<file path="src/shared/iccc_defines.svh">
// iccc constants: offsets, fields, resets, timing
// Functional notes
// - sequence error on forward channel sets read-only status bit 7.
// - writing one to bit 6 clears the sequence error status bit.
// - bits 4-3 set data output delay, 250ns plus 50ns per code step.
// - bit 1 picks watchdog expiry: about 50us when one, about 1s when zero.
// - bit 0 set disables the bus watchdog in idle; a recovery already under way still runs to its end.
// - data high and idle until expiry means bus is treated as free.
// - data low and idle until expiry triggers nine clock pulses on clock line.
// - after receive lock, auto-load far address from serializer unless frozen.
// - hold bit 0 set suppresses auto-load; written value stays.
// - alias slot 0 transactions get address replaced by target map 0 value.
`ifndef ICCC_DEFINES_SVH
`define ICCC_DEFINES_SVH
`define ICCC_OFS_CTRL2     8'h06
`define ICCC_OFS_FAR_ADDR  8'h07
`define ICCC_OFS_MAP0      8'h08
`define ICCC_OFS_MAP1      8'h09
`define ICCC_RST_REG       8'h00
`define ICCC_BIT_SEQ_ERR   7
`define ICCC_BIT_SEQ_CLR   6
`define ICCC_BIT_DLY_HI    4
`define ICCC_BIT_DLY_LO    3
`define ICCC_BIT_LWR_DIS   2
`define ICCC_BIT_WD_FAST   1
`define ICCC_BIT_WD_DIS    0
`define ICCC_BIT_HOLD      0
`define ICCC_CLK_NS        40
`define ICCC_DLY_BASE_NS   250
`define ICCC_DLY_STEP_NS   50
`define ICCC_WD_FAST_US    50
`define ICCC_WD_SLOW_US    1000000
`define ICCC_SCL_HALF_NS   2000
`define ICCC_CLR_PULSES    9
// alias slot 0 address, default value arbitrary
`define ICCC_ALIAS0_ADDR   7'h20
`endif

</file>
<file path="src/shared/iccc_pkg.sv">
// iccc types: register bus and alias translation carriers
`default_nettype none
package iccc_pkg;
  typedef struct packed {
    logic       wr;
    logic       rd;
    logic       remote;
    logic [7:0] addr;
    logic [7:0] wdata;
  } iccc_reg_req_t;
  typedef struct packed {
    logic       valid;
    logic [6:0] addr;
  } iccc_tgt_t;
  typedef enum {ICCC_WD_IDLE, ICCC_WD_LOW, ICCC_WD_HIGH} iccc_clr_st_t;
endpackage
`default_nettype wire

</file>
<file path="src/core/iccc_config.sv">
// iccc configuration, watchdog and address remap logic
`include "iccc_defines.svh"
`default_nettype none
module iccc_config #(
  parameter int WD_FAST_CYC = (`ICCC_WD_FAST_US * 1000) / `ICCC_CLK_NS,
  parameter int WD_SLOW_CYC = (`ICCC_WD_SLOW_US / `ICCC_CLK_NS) * 1000,
  parameter logic [6:0] ALIAS0_ADDR = `ICCC_ALIAS0_ADDR
) (
  input  wire logic                   mclk_i,
  input  wire logic                   rst_i,
  input  wire iccc_pkg::iccc_reg_req_t req_i,
  output logic [7:0]                  rdata_o,
  output logic                        wr_reject_o,
  input  wire logic                   seq_err_i,
  input  wire logic                   rx_lock_i,
  input  wire logic [6:0]             ser_addr_i,
  input  wire iccc_pkg::iccc_tgt_t     tgt_i,
  output iccc_pkg::iccc_tgt_t          tgt_o,
  output logic                        far_access_en_o,
  input  wire logic                   scl_i,
  input  wire logic                   sda_i,
  output logic                        scl_oe_o,
  output logic                        bus_free_o,
  output logic [4:0]                  sda_dly_cyc_o
);
  localparam int CNT_W = 26;
  localparam int HALF_CYC = `ICCC_SCL_HALF_NS / `ICCC_CLK_NS;
  logic [7:0]  ctrl_reg, ctrl_next;
  logic [7:0]  far_reg, far_next;
  logic [7:0]  map0_reg, map1_reg;
  logic        lock_d_reg;
  logic [CNT_W-1:0] wd_cnt_reg;
  logic [7:0]  half_cnt_reg;
  logic [4:0]  edge_cnt_reg;
  logic        scl_d_reg, sda_d_reg;
  iccc_pkg::iccc_clr_st_t st_reg;

  wire wr_ok = req_i.wr && !(req_i.remote && ctrl_reg[`ICCC_BIT_LWR_DIS]);
  wire wr_ctrl = wr_ok && req_i.addr == `ICCC_OFS_CTRL2;
  wire wr_far  = wr_ok && req_i.addr == `ICCC_OFS_FAR_ADDR;
  wire wr_map0 = wr_ok && req_i.addr == `ICCC_OFS_MAP0;
  wire wr_map1 = wr_ok && req_i.addr == `ICCC_OFS_MAP1;
  wire clr_err = wr_ctrl && req_i.wdata[`ICCC_BIT_SEQ_CLR];
  wire lock_rise = rx_lock_i && !lock_d_reg;
  wire wd_dis  = ctrl_reg[`ICCC_BIT_WD_DIS];
  wire [CNT_W-1:0] wd_lim = ctrl_reg[`ICCC_BIT_WD_FAST] ?
                     CNT_W'(WD_FAST_CYC) : CNT_W'(WD_SLOW_CYC);
  wire activity = (scl_i != scl_d_reg) || (sda_i != sda_d_reg);
  wire expired  = !wd_dis && wd_cnt_reg >= wd_lim;
  wire [1:0] dly_code = ctrl_reg[`ICCC_BIT_DLY_HI:`ICCC_BIT_DLY_LO];
  wire [9:0] dly_ns = 10'(`ICCC_DLY_BASE_NS) +
                      10'(`ICCC_DLY_STEP_NS) * {8'h00, dly_code};
  wire [4:0] dly_cyc = 5'((dly_ns + 10'(`ICCC_CLK_NS - 1)) / 10'(`ICCC_CLK_NS));
  wire [7:0] rd_mux = (req_i.addr == `ICCC_OFS_CTRL2)    ? ctrl_reg :
                      (req_i.addr == `ICCC_OFS_FAR_ADDR) ? far_reg  :
                      (req_i.addr == `ICCC_OFS_MAP0)     ? map0_reg :
                      (req_i.addr == `ICCC_OFS_MAP1)     ? map1_reg : 8'h00;
  // alias slot register sits outside this block
  wire alias0 = tgt_i.valid && tgt_i.addr == ALIAS0_ADDR;

  // status bit: set wins over clear, sticky otherwise
  always_comb begin
    ctrl_next = ctrl_reg;
    if (wr_ctrl) begin
      ctrl_next[4:0] = req_i.wdata[4:0];
      ctrl_next[`ICCC_BIT_SEQ_CLR] = 1'b0;
    end
    if (clr_err) begin
      ctrl_next[`ICCC_BIT_SEQ_ERR] = 1'b0;
    end
    if (seq_err_i) begin
      ctrl_next[`ICCC_BIT_SEQ_ERR] = 1'b1;
    end
    ctrl_next[5] = 1'b0;
  end

  always_comb begin
    far_next = far_reg;
    if (lock_rise && !far_reg[`ICCC_BIT_HOLD]) begin
      far_next[7:1] = ser_addr_i;
    end
    if (wr_far) begin
      far_next = req_i.wdata;
    end
  end

  always_ff @(posedge mclk_i or posedge rst_i) begin
    if (rst_i) begin
      ctrl_reg   <= `ICCC_RST_REG;
      far_reg    <= `ICCC_RST_REG;
      lock_d_reg <= 1'b0;
    end else begin
      ctrl_reg   <= ctrl_next;
      far_reg    <= far_next;
      lock_d_reg <= rx_lock_i;
    end
  end

  always_ff @(posedge mclk_i or posedge rst_i) begin
    if (rst_i) begin
      map0_reg <= `ICCC_RST_REG;
      map1_reg <= `ICCC_RST_REG;
    end else begin
      if (wr_map0) map0_reg <= req_i.wdata;
      if (wr_map1) map1_reg <= req_i.wdata;
    end
  end

  always_ff @(posedge mclk_i or posedge rst_i) begin
    if (rst_i) begin
      rdata_o         <= 8'h00;
      wr_reject_o     <= 1'b0;
      tgt_o           <= '0;
      far_access_en_o <= 1'b0;
      sda_dly_cyc_o   <= 5'h00;
    end else begin
      rdata_o         <= req_i.rd ? rd_mux : 8'h00;
      wr_reject_o     <= req_i.wr && !wr_ok;
      tgt_o.valid     <= tgt_i.valid;
      tgt_o.addr      <= alias0 ? map0_reg[7:1] : tgt_i.addr;
      far_access_en_o <= far_reg[7:1] != 7'h00;
      sda_dly_cyc_o   <= dly_cyc;
    end
  end

  // bus watchdog: idle counter, then free flag or nine-pulse recovery
  always_ff @(posedge mclk_i or posedge rst_i) begin
    if (rst_i) begin
      scl_d_reg    <= 1'b1;
      sda_d_reg    <= 1'b1;
      wd_cnt_reg   <= '0;
      bus_free_o   <= 1'b0;
      scl_oe_o     <= 1'b0;
      half_cnt_reg <= 8'h00;
      edge_cnt_reg <= 5'h00;
      st_reg       <= iccc_pkg::ICCC_WD_IDLE;
    end else begin
      scl_d_reg <= scl_i;
      sda_d_reg <= sda_i;
      case (st_reg)
        iccc_pkg::ICCC_WD_IDLE: begin
          scl_oe_o <= 1'b0;
          if (wd_dis || activity) begin
            wd_cnt_reg <= '0;
            bus_free_o <= 1'b0;
          end else if (expired) begin
            wd_cnt_reg <= '0;
            if (sda_i) begin
              bus_free_o <= 1'b1;
            end else begin
              bus_free_o   <= 1'b0;
              st_reg       <= iccc_pkg::ICCC_WD_LOW;
              edge_cnt_reg <= 5'h00;
              half_cnt_reg <= 8'h00;
            end
          end else if (!bus_free_o) begin
            wd_cnt_reg <= wd_cnt_reg + 1'b1;
          end
        end
        iccc_pkg::ICCC_WD_LOW: begin
          scl_oe_o <= 1'b1;
          if (half_cnt_reg == 8'(HALF_CYC - 1)) begin
            half_cnt_reg <= 8'h00;
            st_reg       <= iccc_pkg::ICCC_WD_HIGH;
          end else begin
            half_cnt_reg <= half_cnt_reg + 8'h01;
          end
        end
        iccc_pkg::ICCC_WD_HIGH: begin
          scl_oe_o <= 1'b0;
          if (half_cnt_reg == 8'(HALF_CYC - 1)) begin
            half_cnt_reg <= 8'h00;
            if (edge_cnt_reg == 5'(`ICCC_CLR_PULSES - 1)) begin
              st_reg <= iccc_pkg::ICCC_WD_IDLE;
            end else begin
              edge_cnt_reg <= edge_cnt_reg + 5'h01;
              st_reg       <= iccc_pkg::ICCC_WD_LOW;
            end
          end else begin
            half_cnt_reg <= half_cnt_reg + 8'h01;
          end
        end
        default: st_reg <= iccc_pkg::ICCC_WD_IDLE;
      endcase
    end
  end

  logic [4:0] pulse_cnt_reg;
  logic       scl_oe_d_reg;
  // counts recovery pulses so the assertion can bound them
  always_ff @(posedge mclk_i or posedge rst_i) begin
    if (rst_i) begin
      pulse_cnt_reg <= 5'h00;
      scl_oe_d_reg  <= 1'b0;
    end else begin
      scl_oe_d_reg <= scl_oe_o;
      if (st_reg == iccc_pkg::ICCC_WD_IDLE) begin
        pulse_cnt_reg <= 5'h00;
      end else if (scl_oe_o && !scl_oe_d_reg) begin
        pulse_cnt_reg <= pulse_cnt_reg + 5'h01;
      end
    end
  end
endmodule // iccc_config
`default_nettype wire

</file>
<file path="config.mk">
export PLATFORM = sky130hd
export DESIGN_NAME = iccc_config
export DESIGN_NICKNAME = d
export VERILOG_FILES = /design/src/shared/iccc_pkg.sv /design/src/core/iccc_config.sv
export VERILOG_INCLUDE_DIRS = /design/src /design/src/shared
export SDC_FILE = /design/constraint.sdc
export NUM_CORES = 1
export LEC_CHECK = 0
export BUFFER_PORTS_ARGS = -buffer_cell sky130_fd_sc_hd__buf_2
export CAP_MARGIN = 20
export CORE_MARGIN = 4
export CORE_UTILIZATION = 45
export CTS_CLUSTER_SIZE = 25
export DETAILED_ROUTE_END_ITERATION = 7
export GPL_TIMING_DRIVEN = 0
export PLACE_DENSITY_LB_ADDON = 0.05
export SLEW_MARGIN = 10
export SYNTH_ARGS = -nofsm -noshare
export SYNTH_HDL_FRONTEND = slang
export SYNTH_SLANG_ARGS = --single-unit
</file>
<file path="constraint.sdc">
create_clock -name mclk_i -period 3.9 [get_ports mclk_i]
set_input_delay 0.585 -clock mclk_i [delete_from_list [all_inputs] [get_ports mclk_i]]
set_output_delay 0.585 -clock mclk_i [all_outputs]
set_load 0.01 [all_outputs]
</file>
### After elaboration in Yosys (flattened, before gate mapping)

Index checks and enable logic that the tools add are counted.

* add/sub/neg operators: 5
* multiply operators: 1
* divide/modulo/power cells: 1
* magnitude comparators: 1
* equality and inequality tests: 18
* shift operators: 0
* multiplexer cells: 36
* bitwise operators: 0
* reductions and logical operators: 34

Operator list (number)
* $mux W32: 5
* $pmux W32 S3: 1
* $mux W8: 10
* $mux W26: 3
* $eq A32 B1 Y1 const B: 1
* $eq A32 B2 Y1 const B: 1
* $logic_not A32 Y1: 1
* $add A26 B1 Y26 const B: 1
* $ge A26 B25 Y1: 1
* $mux W25: 1
* $mux W5: 5
* $eq A8 B3 Y1 const B: 2
* $eq A8 B4 Y1 const B: 2
* $pmux W8 S2: 1
* $mux W7: 2
* $logic_and A1 B1 Y1: 12
* $ne A2 B2 Y1 const B: 6
* $reduce_bool A2 Y1: 6
* $add A9 B6 Y10 const B: 1
* $div A10 B6 Y10 const B: 1
* $pmux W5 S2: 1
* $add A8 B8 Y9 const A: 1
* $add A8 B1 Y8 const B: 1
* $eq A8 B6 Y1 const B: 1
* 16 further kinds: 29

* register bits: 129
* latch bits: 0
* memory bits (writable): 0
* memory bits (read-only): 0
* bits of input ports: 40
* output and inout bits: 25
* word-level logic and storage cells: 117
* memories: 0

### Longest topological paths before layout

* depth after elaboration: 7
* mapped depth: 10

### Worst setup path before layout

Ideal clock, no wire load.

* path type: reg-to-reg
* start: register ctrl_reg[1]
* end: register half_cnt_reg[0]
* setup time: 125 ps
* data arrival time: 2833 ps
* data required time: 3775 ps
* setup slack: 943 ps
* stages on the path, launching flop included: 9
* path buffers: 1
* cells stage by stage: dfrtp_1 -> ha_1 -> a21o_1 -> a2111o_1 -> o21ba_2 -> o31ai_1 -> o41a_1 -> buf_2 -> mux2_2

* word-level cells in the longest chain between the ends: 5

RTL lines
* from (decl): RTL line iccc_config.sv:28 `logic [7:0] ctrl_reg, ctrl_next;`
* from (signal assigned): RTL line iccc_config.sv:89 `` ctrl_reg <= `ICCC_RST_REG; ``
* from (signal assigned): RTL line iccc_config.sv:93 `ctrl_reg <= ctrl_next;`
* $mux W25: RTL line iccc_config.sv:46 `` wire [CNT_W-1:0] wd_lim = ctrl_reg[`ICCC_BIT_WD_FAST] ? ``
* $ge A26 B25 Y1: RTL line iccc_config.sv:49 `wire expired = !wd_dis && wd_cnt_reg >= wd_lim;`
* $logic_and A1 B1 Y1: RTL line iccc_config.sv:49
* $ne A2 B2 Y1 (no source line)
* $reduce_and A4 Y1 (no source line)
* to (signal assigned): RTL line iccc_config.sv:166 `half_cnt_reg <= half_cnt_reg + 8'h01;`
* to (signal assigned): RTL line iccc_config.sv:180 `half_cnt_reg <= half_cnt_reg + 8'h01;`
* to (decl): RTL line iccc_config.sv:33 `logic [7:0] half_cnt_reg;`

No other way between the ends.
A chain may end at the register's enable or synchronous reset.

### Worst setup path in the final report

* start: register ctrl_reg[1]
* end: register edge_cnt_reg[3]

* word-level cells in the longest chain between the ends: 5

RTL lines
* $mux W25: RTL line iccc_config.sv:46
* $ge A26 B25 Y1: RTL line iccc_config.sv:49
* $logic_and A1 B1 Y1: RTL line iccc_config.sv:49
* $ne A2 B2 Y1 (no source line)
* $reduce_and A6 Y1 (no source line)
* to (signal assigned): RTL line iccc_config.sv:176 `edge_cnt_reg <= edge_cnt_reg + 5'h01;`
* to (decl): RTL line iccc_config.sv:34 `logic [4:0] edge_cnt_reg;`

No other way between the ends.

==> run metrics <==
Ys Warns=0; DP Cell Count=about 740; Slew headroom=0.354; post-synth top area share=0.450; Seq/Total Area, Yosys=0.459; Max-cap violations=0; TritonCTS clock tree=done; crit path setup slack, layout=roughly 300 ps; Layout Cells excl Fill=about 760; worst-path cell chain=ha_1 > nor4bb_1 > nand4_1 > a2111o_1 > o31ai_1 > nor2_1 > o311ai_0; Row Count=39; Fin. Hold Viols=0; reg-to-reg slack, setup=between 200 and 300 ps; status=complete, no violations; Post CTS Setup Buffer Count=0; pre-CTS worst setup slack=roughly 280 ps; Buf/Inv on CP=0; crit-path max FO=14; Synth Register Bits=slightly below 100; critical path class=reg2reg; Cells after Synth=between 500 and 600; chip width=roughly 120 µm; routability congestion estimate from global placement=~0.82; clock buffer depth=2; Initial DRC Count=304; final setup vio count=0; Ports=65; worst r2r src=ctrl_reg[1]; drt wl/cell=around 17 µm; Hold WC Path Type=in2async; Buffers on Ports=64; Mapped Nets=604; share of post-route cells with drive strength above 1=0.192; global-route wire length before repair=21.5 mm; delay of the slowest critical-path stage=about 690 ps; Final Cycle Share=0.925; Detailed Route WL=about 13 mm; # hold bufs at CTS=0; CTS root buffer=clkbuf_16; total number of vias=approximately 4400; Syn Std Cell Area=0.00540 mm²; Fillers=roughly 1100; All-Layer GR Usage=0.189; ys async rst share=1.00; Worst EP required=between 4000 and 5000 ps; max FFs per register=26; CP endpoint kind=flip-flop; max-slew violations=0; TritonCTS Buffers=9; Post-synth top flop=dfrtp_1; vias in the first global route=4309; H-tree depth=3; Synth area leader=dfrtp_1; RSZ-0062 raised after global routing=false; Final ANT Viol Nets=0; DRC=0; Synth cell types=61; top-count cell post-synth=dfrtp_1; Core ar.=around 0.012 mm²; Post-CTS Resized=0; Overflow after GRT=0; r2r endpoint=edge_cnt_reg[3]; die footprint=around 0.014 mm²; Fmax achieved=approximately 0.28 GHz; power per cell area=roughly 450 mW/mm²; Worst Clk Skew=just under 7 ps; count of TritonRoute iterations in the first routing pass=5; Post-synth top cells=dfrtp_1 (97), nor2_1 (53), nand2_1 (42), ha_1 (32), mux2_2 (25); Avg Vias per Cell=a little under 6; delay-heaviest family, CP=compound AO/OA/AOI/OAI gates; Die Height=118 µm; Slew @ Worst Pin=961 ps; R2R depth=7; ANT cells=0; VDD IR-drop max=0.266 mV; syn_area_per_cell=about 10 µm²; HPWL Detailed=9.34 mm; number of enable flip-flop cells after synthesis=0; Sink Count=between 90 and 100; initial core utilization=0.467; CP max-delay cell=o31ai_1; Hold WS=between 200 and 300 ps; initial antenna violation count=0; Startpoint Class=flip-flop; leak pwr=between 2 and 3 nW; clk_lat worst skew=350 ps; largest net degree at the start of global routing=63; area growth from synthesis to layout=14.8%; CP arrival=3830 ps; clock slew at reported path FFs=about 70 ps; cell depth of the worst setup path=7; Synth area leaders=dfrtp_1 (45%), ha_1 (7.4%), mux2_2 (5.2%), nor2_1 (3.7%), nand2_1 (2.9%); minimum clock period after layout=approximately 3600 ps; Layout Nets=between 600 and 700
cells by family (layout without fill, tap and decap cells):
family	after synthesis	in the layout	synth area share
xor gates and xnor gates	9	9	0.0146
DFF	99	99	0.459
AOI/OAI and AO/OA	116	116	0.162
adders and majority gates	32	32	0.0742
muxes	34	34	0.0688
and+or+nand+nor	206	206	0.195
buffers and inverters	36	117	0.0257
where the power goes:
part | internal (mW) | switching [mW]
Combinational | 0.293 | 0.470
Clock | 0.427 | 0.378
Sequential | 1.11 | 0.0928
Total | 1.83 | 0.941
layer usage:
| layer | track usage | part of all wire |
|---|---|---|
| met2 | 0.309 | 0.47 |
| met5 | 0 | 0 |
| met1 | 0.242 | 0.46 |
| met3 | 0.0572 | 0.054 |
| met4 | 0.0564 | 0.016 |
stage by stage:
step / total power [mW] / TNS, ps / instance area, µm² / util
5_1_grt: 2.96 / 0 / 6200 / 0.536
2_1_floorplan: 1.75 / 0 / 5400 / -
3_3_place_gp: 1.95 / -46180 / 5900 / 0.510
6_report: 2.77 / 0 / 6200 / 0.536
3_5_place_dp: 1.99 / 0 / 5940 / 0.513
4_1_cts: 2.80 / 0 / 6200 / 0.536
worst max path at each step:
stage | start | to | slack (ps)
detailed placement | ctrl_reg[1] | edge_cnt_reg[3] | 280
finish | ctrl_reg[1] | edge_cnt_reg[3] | 290
floorplan | rst_i | bus_free_o | 730
global route | ctrl_reg[1] | edge_cnt_reg[3] | 70
global placement | rst_i | half_cnt_reg[5] | -490
CTS | ctrl_reg[1] | half_cnt_reg[0] | 300
layout by cell type (no fill, tap or decap), types with 4 or more instances in the layout:
cell type,instances
a21o_1,12
a21oi_1,17
a221o_1,11
a221oi_1,5
a22o_1,4
and2_1,9
and3_1,17
buf_2,69
clkbuf_1,15
clkbuf_16,9
dfrtp_1,97
ha_1,32
inv_1,17
mux2_2,25
mux2i_1,9
nand2_1,42
nand2b_1,6
nand3_1,23
nand4_1,10
nor2_1,53
nor2b_1,8
nor3_1,9
nor4_1,6
o21ai_0,21
o221ai_1,4
o31ai_1,5
o41ai_1,7
or3_1,4
xnor2_1,4
xor2_1,5
cell type report:
type / count / area [µm²] / share of cell area
Clock buffer: 10 / 229 / 0.0369
Clock inverter: 4 / 30.0 / 0.00485
Multi-Input combinational cell: 397 / 2780 / 0.449
Sequential cell: 99 / 2480 / 0.400
Timing Repair Buffer: 67 / 358 / 0.0577
Buffer: 18 / 71.3 / 0.0115
Inverter: 18 / 70.1 / 0.0113
Tap cell: 143 / 179 / 0.0289
No activity file was read; power rests on OpenSTA's default activity.
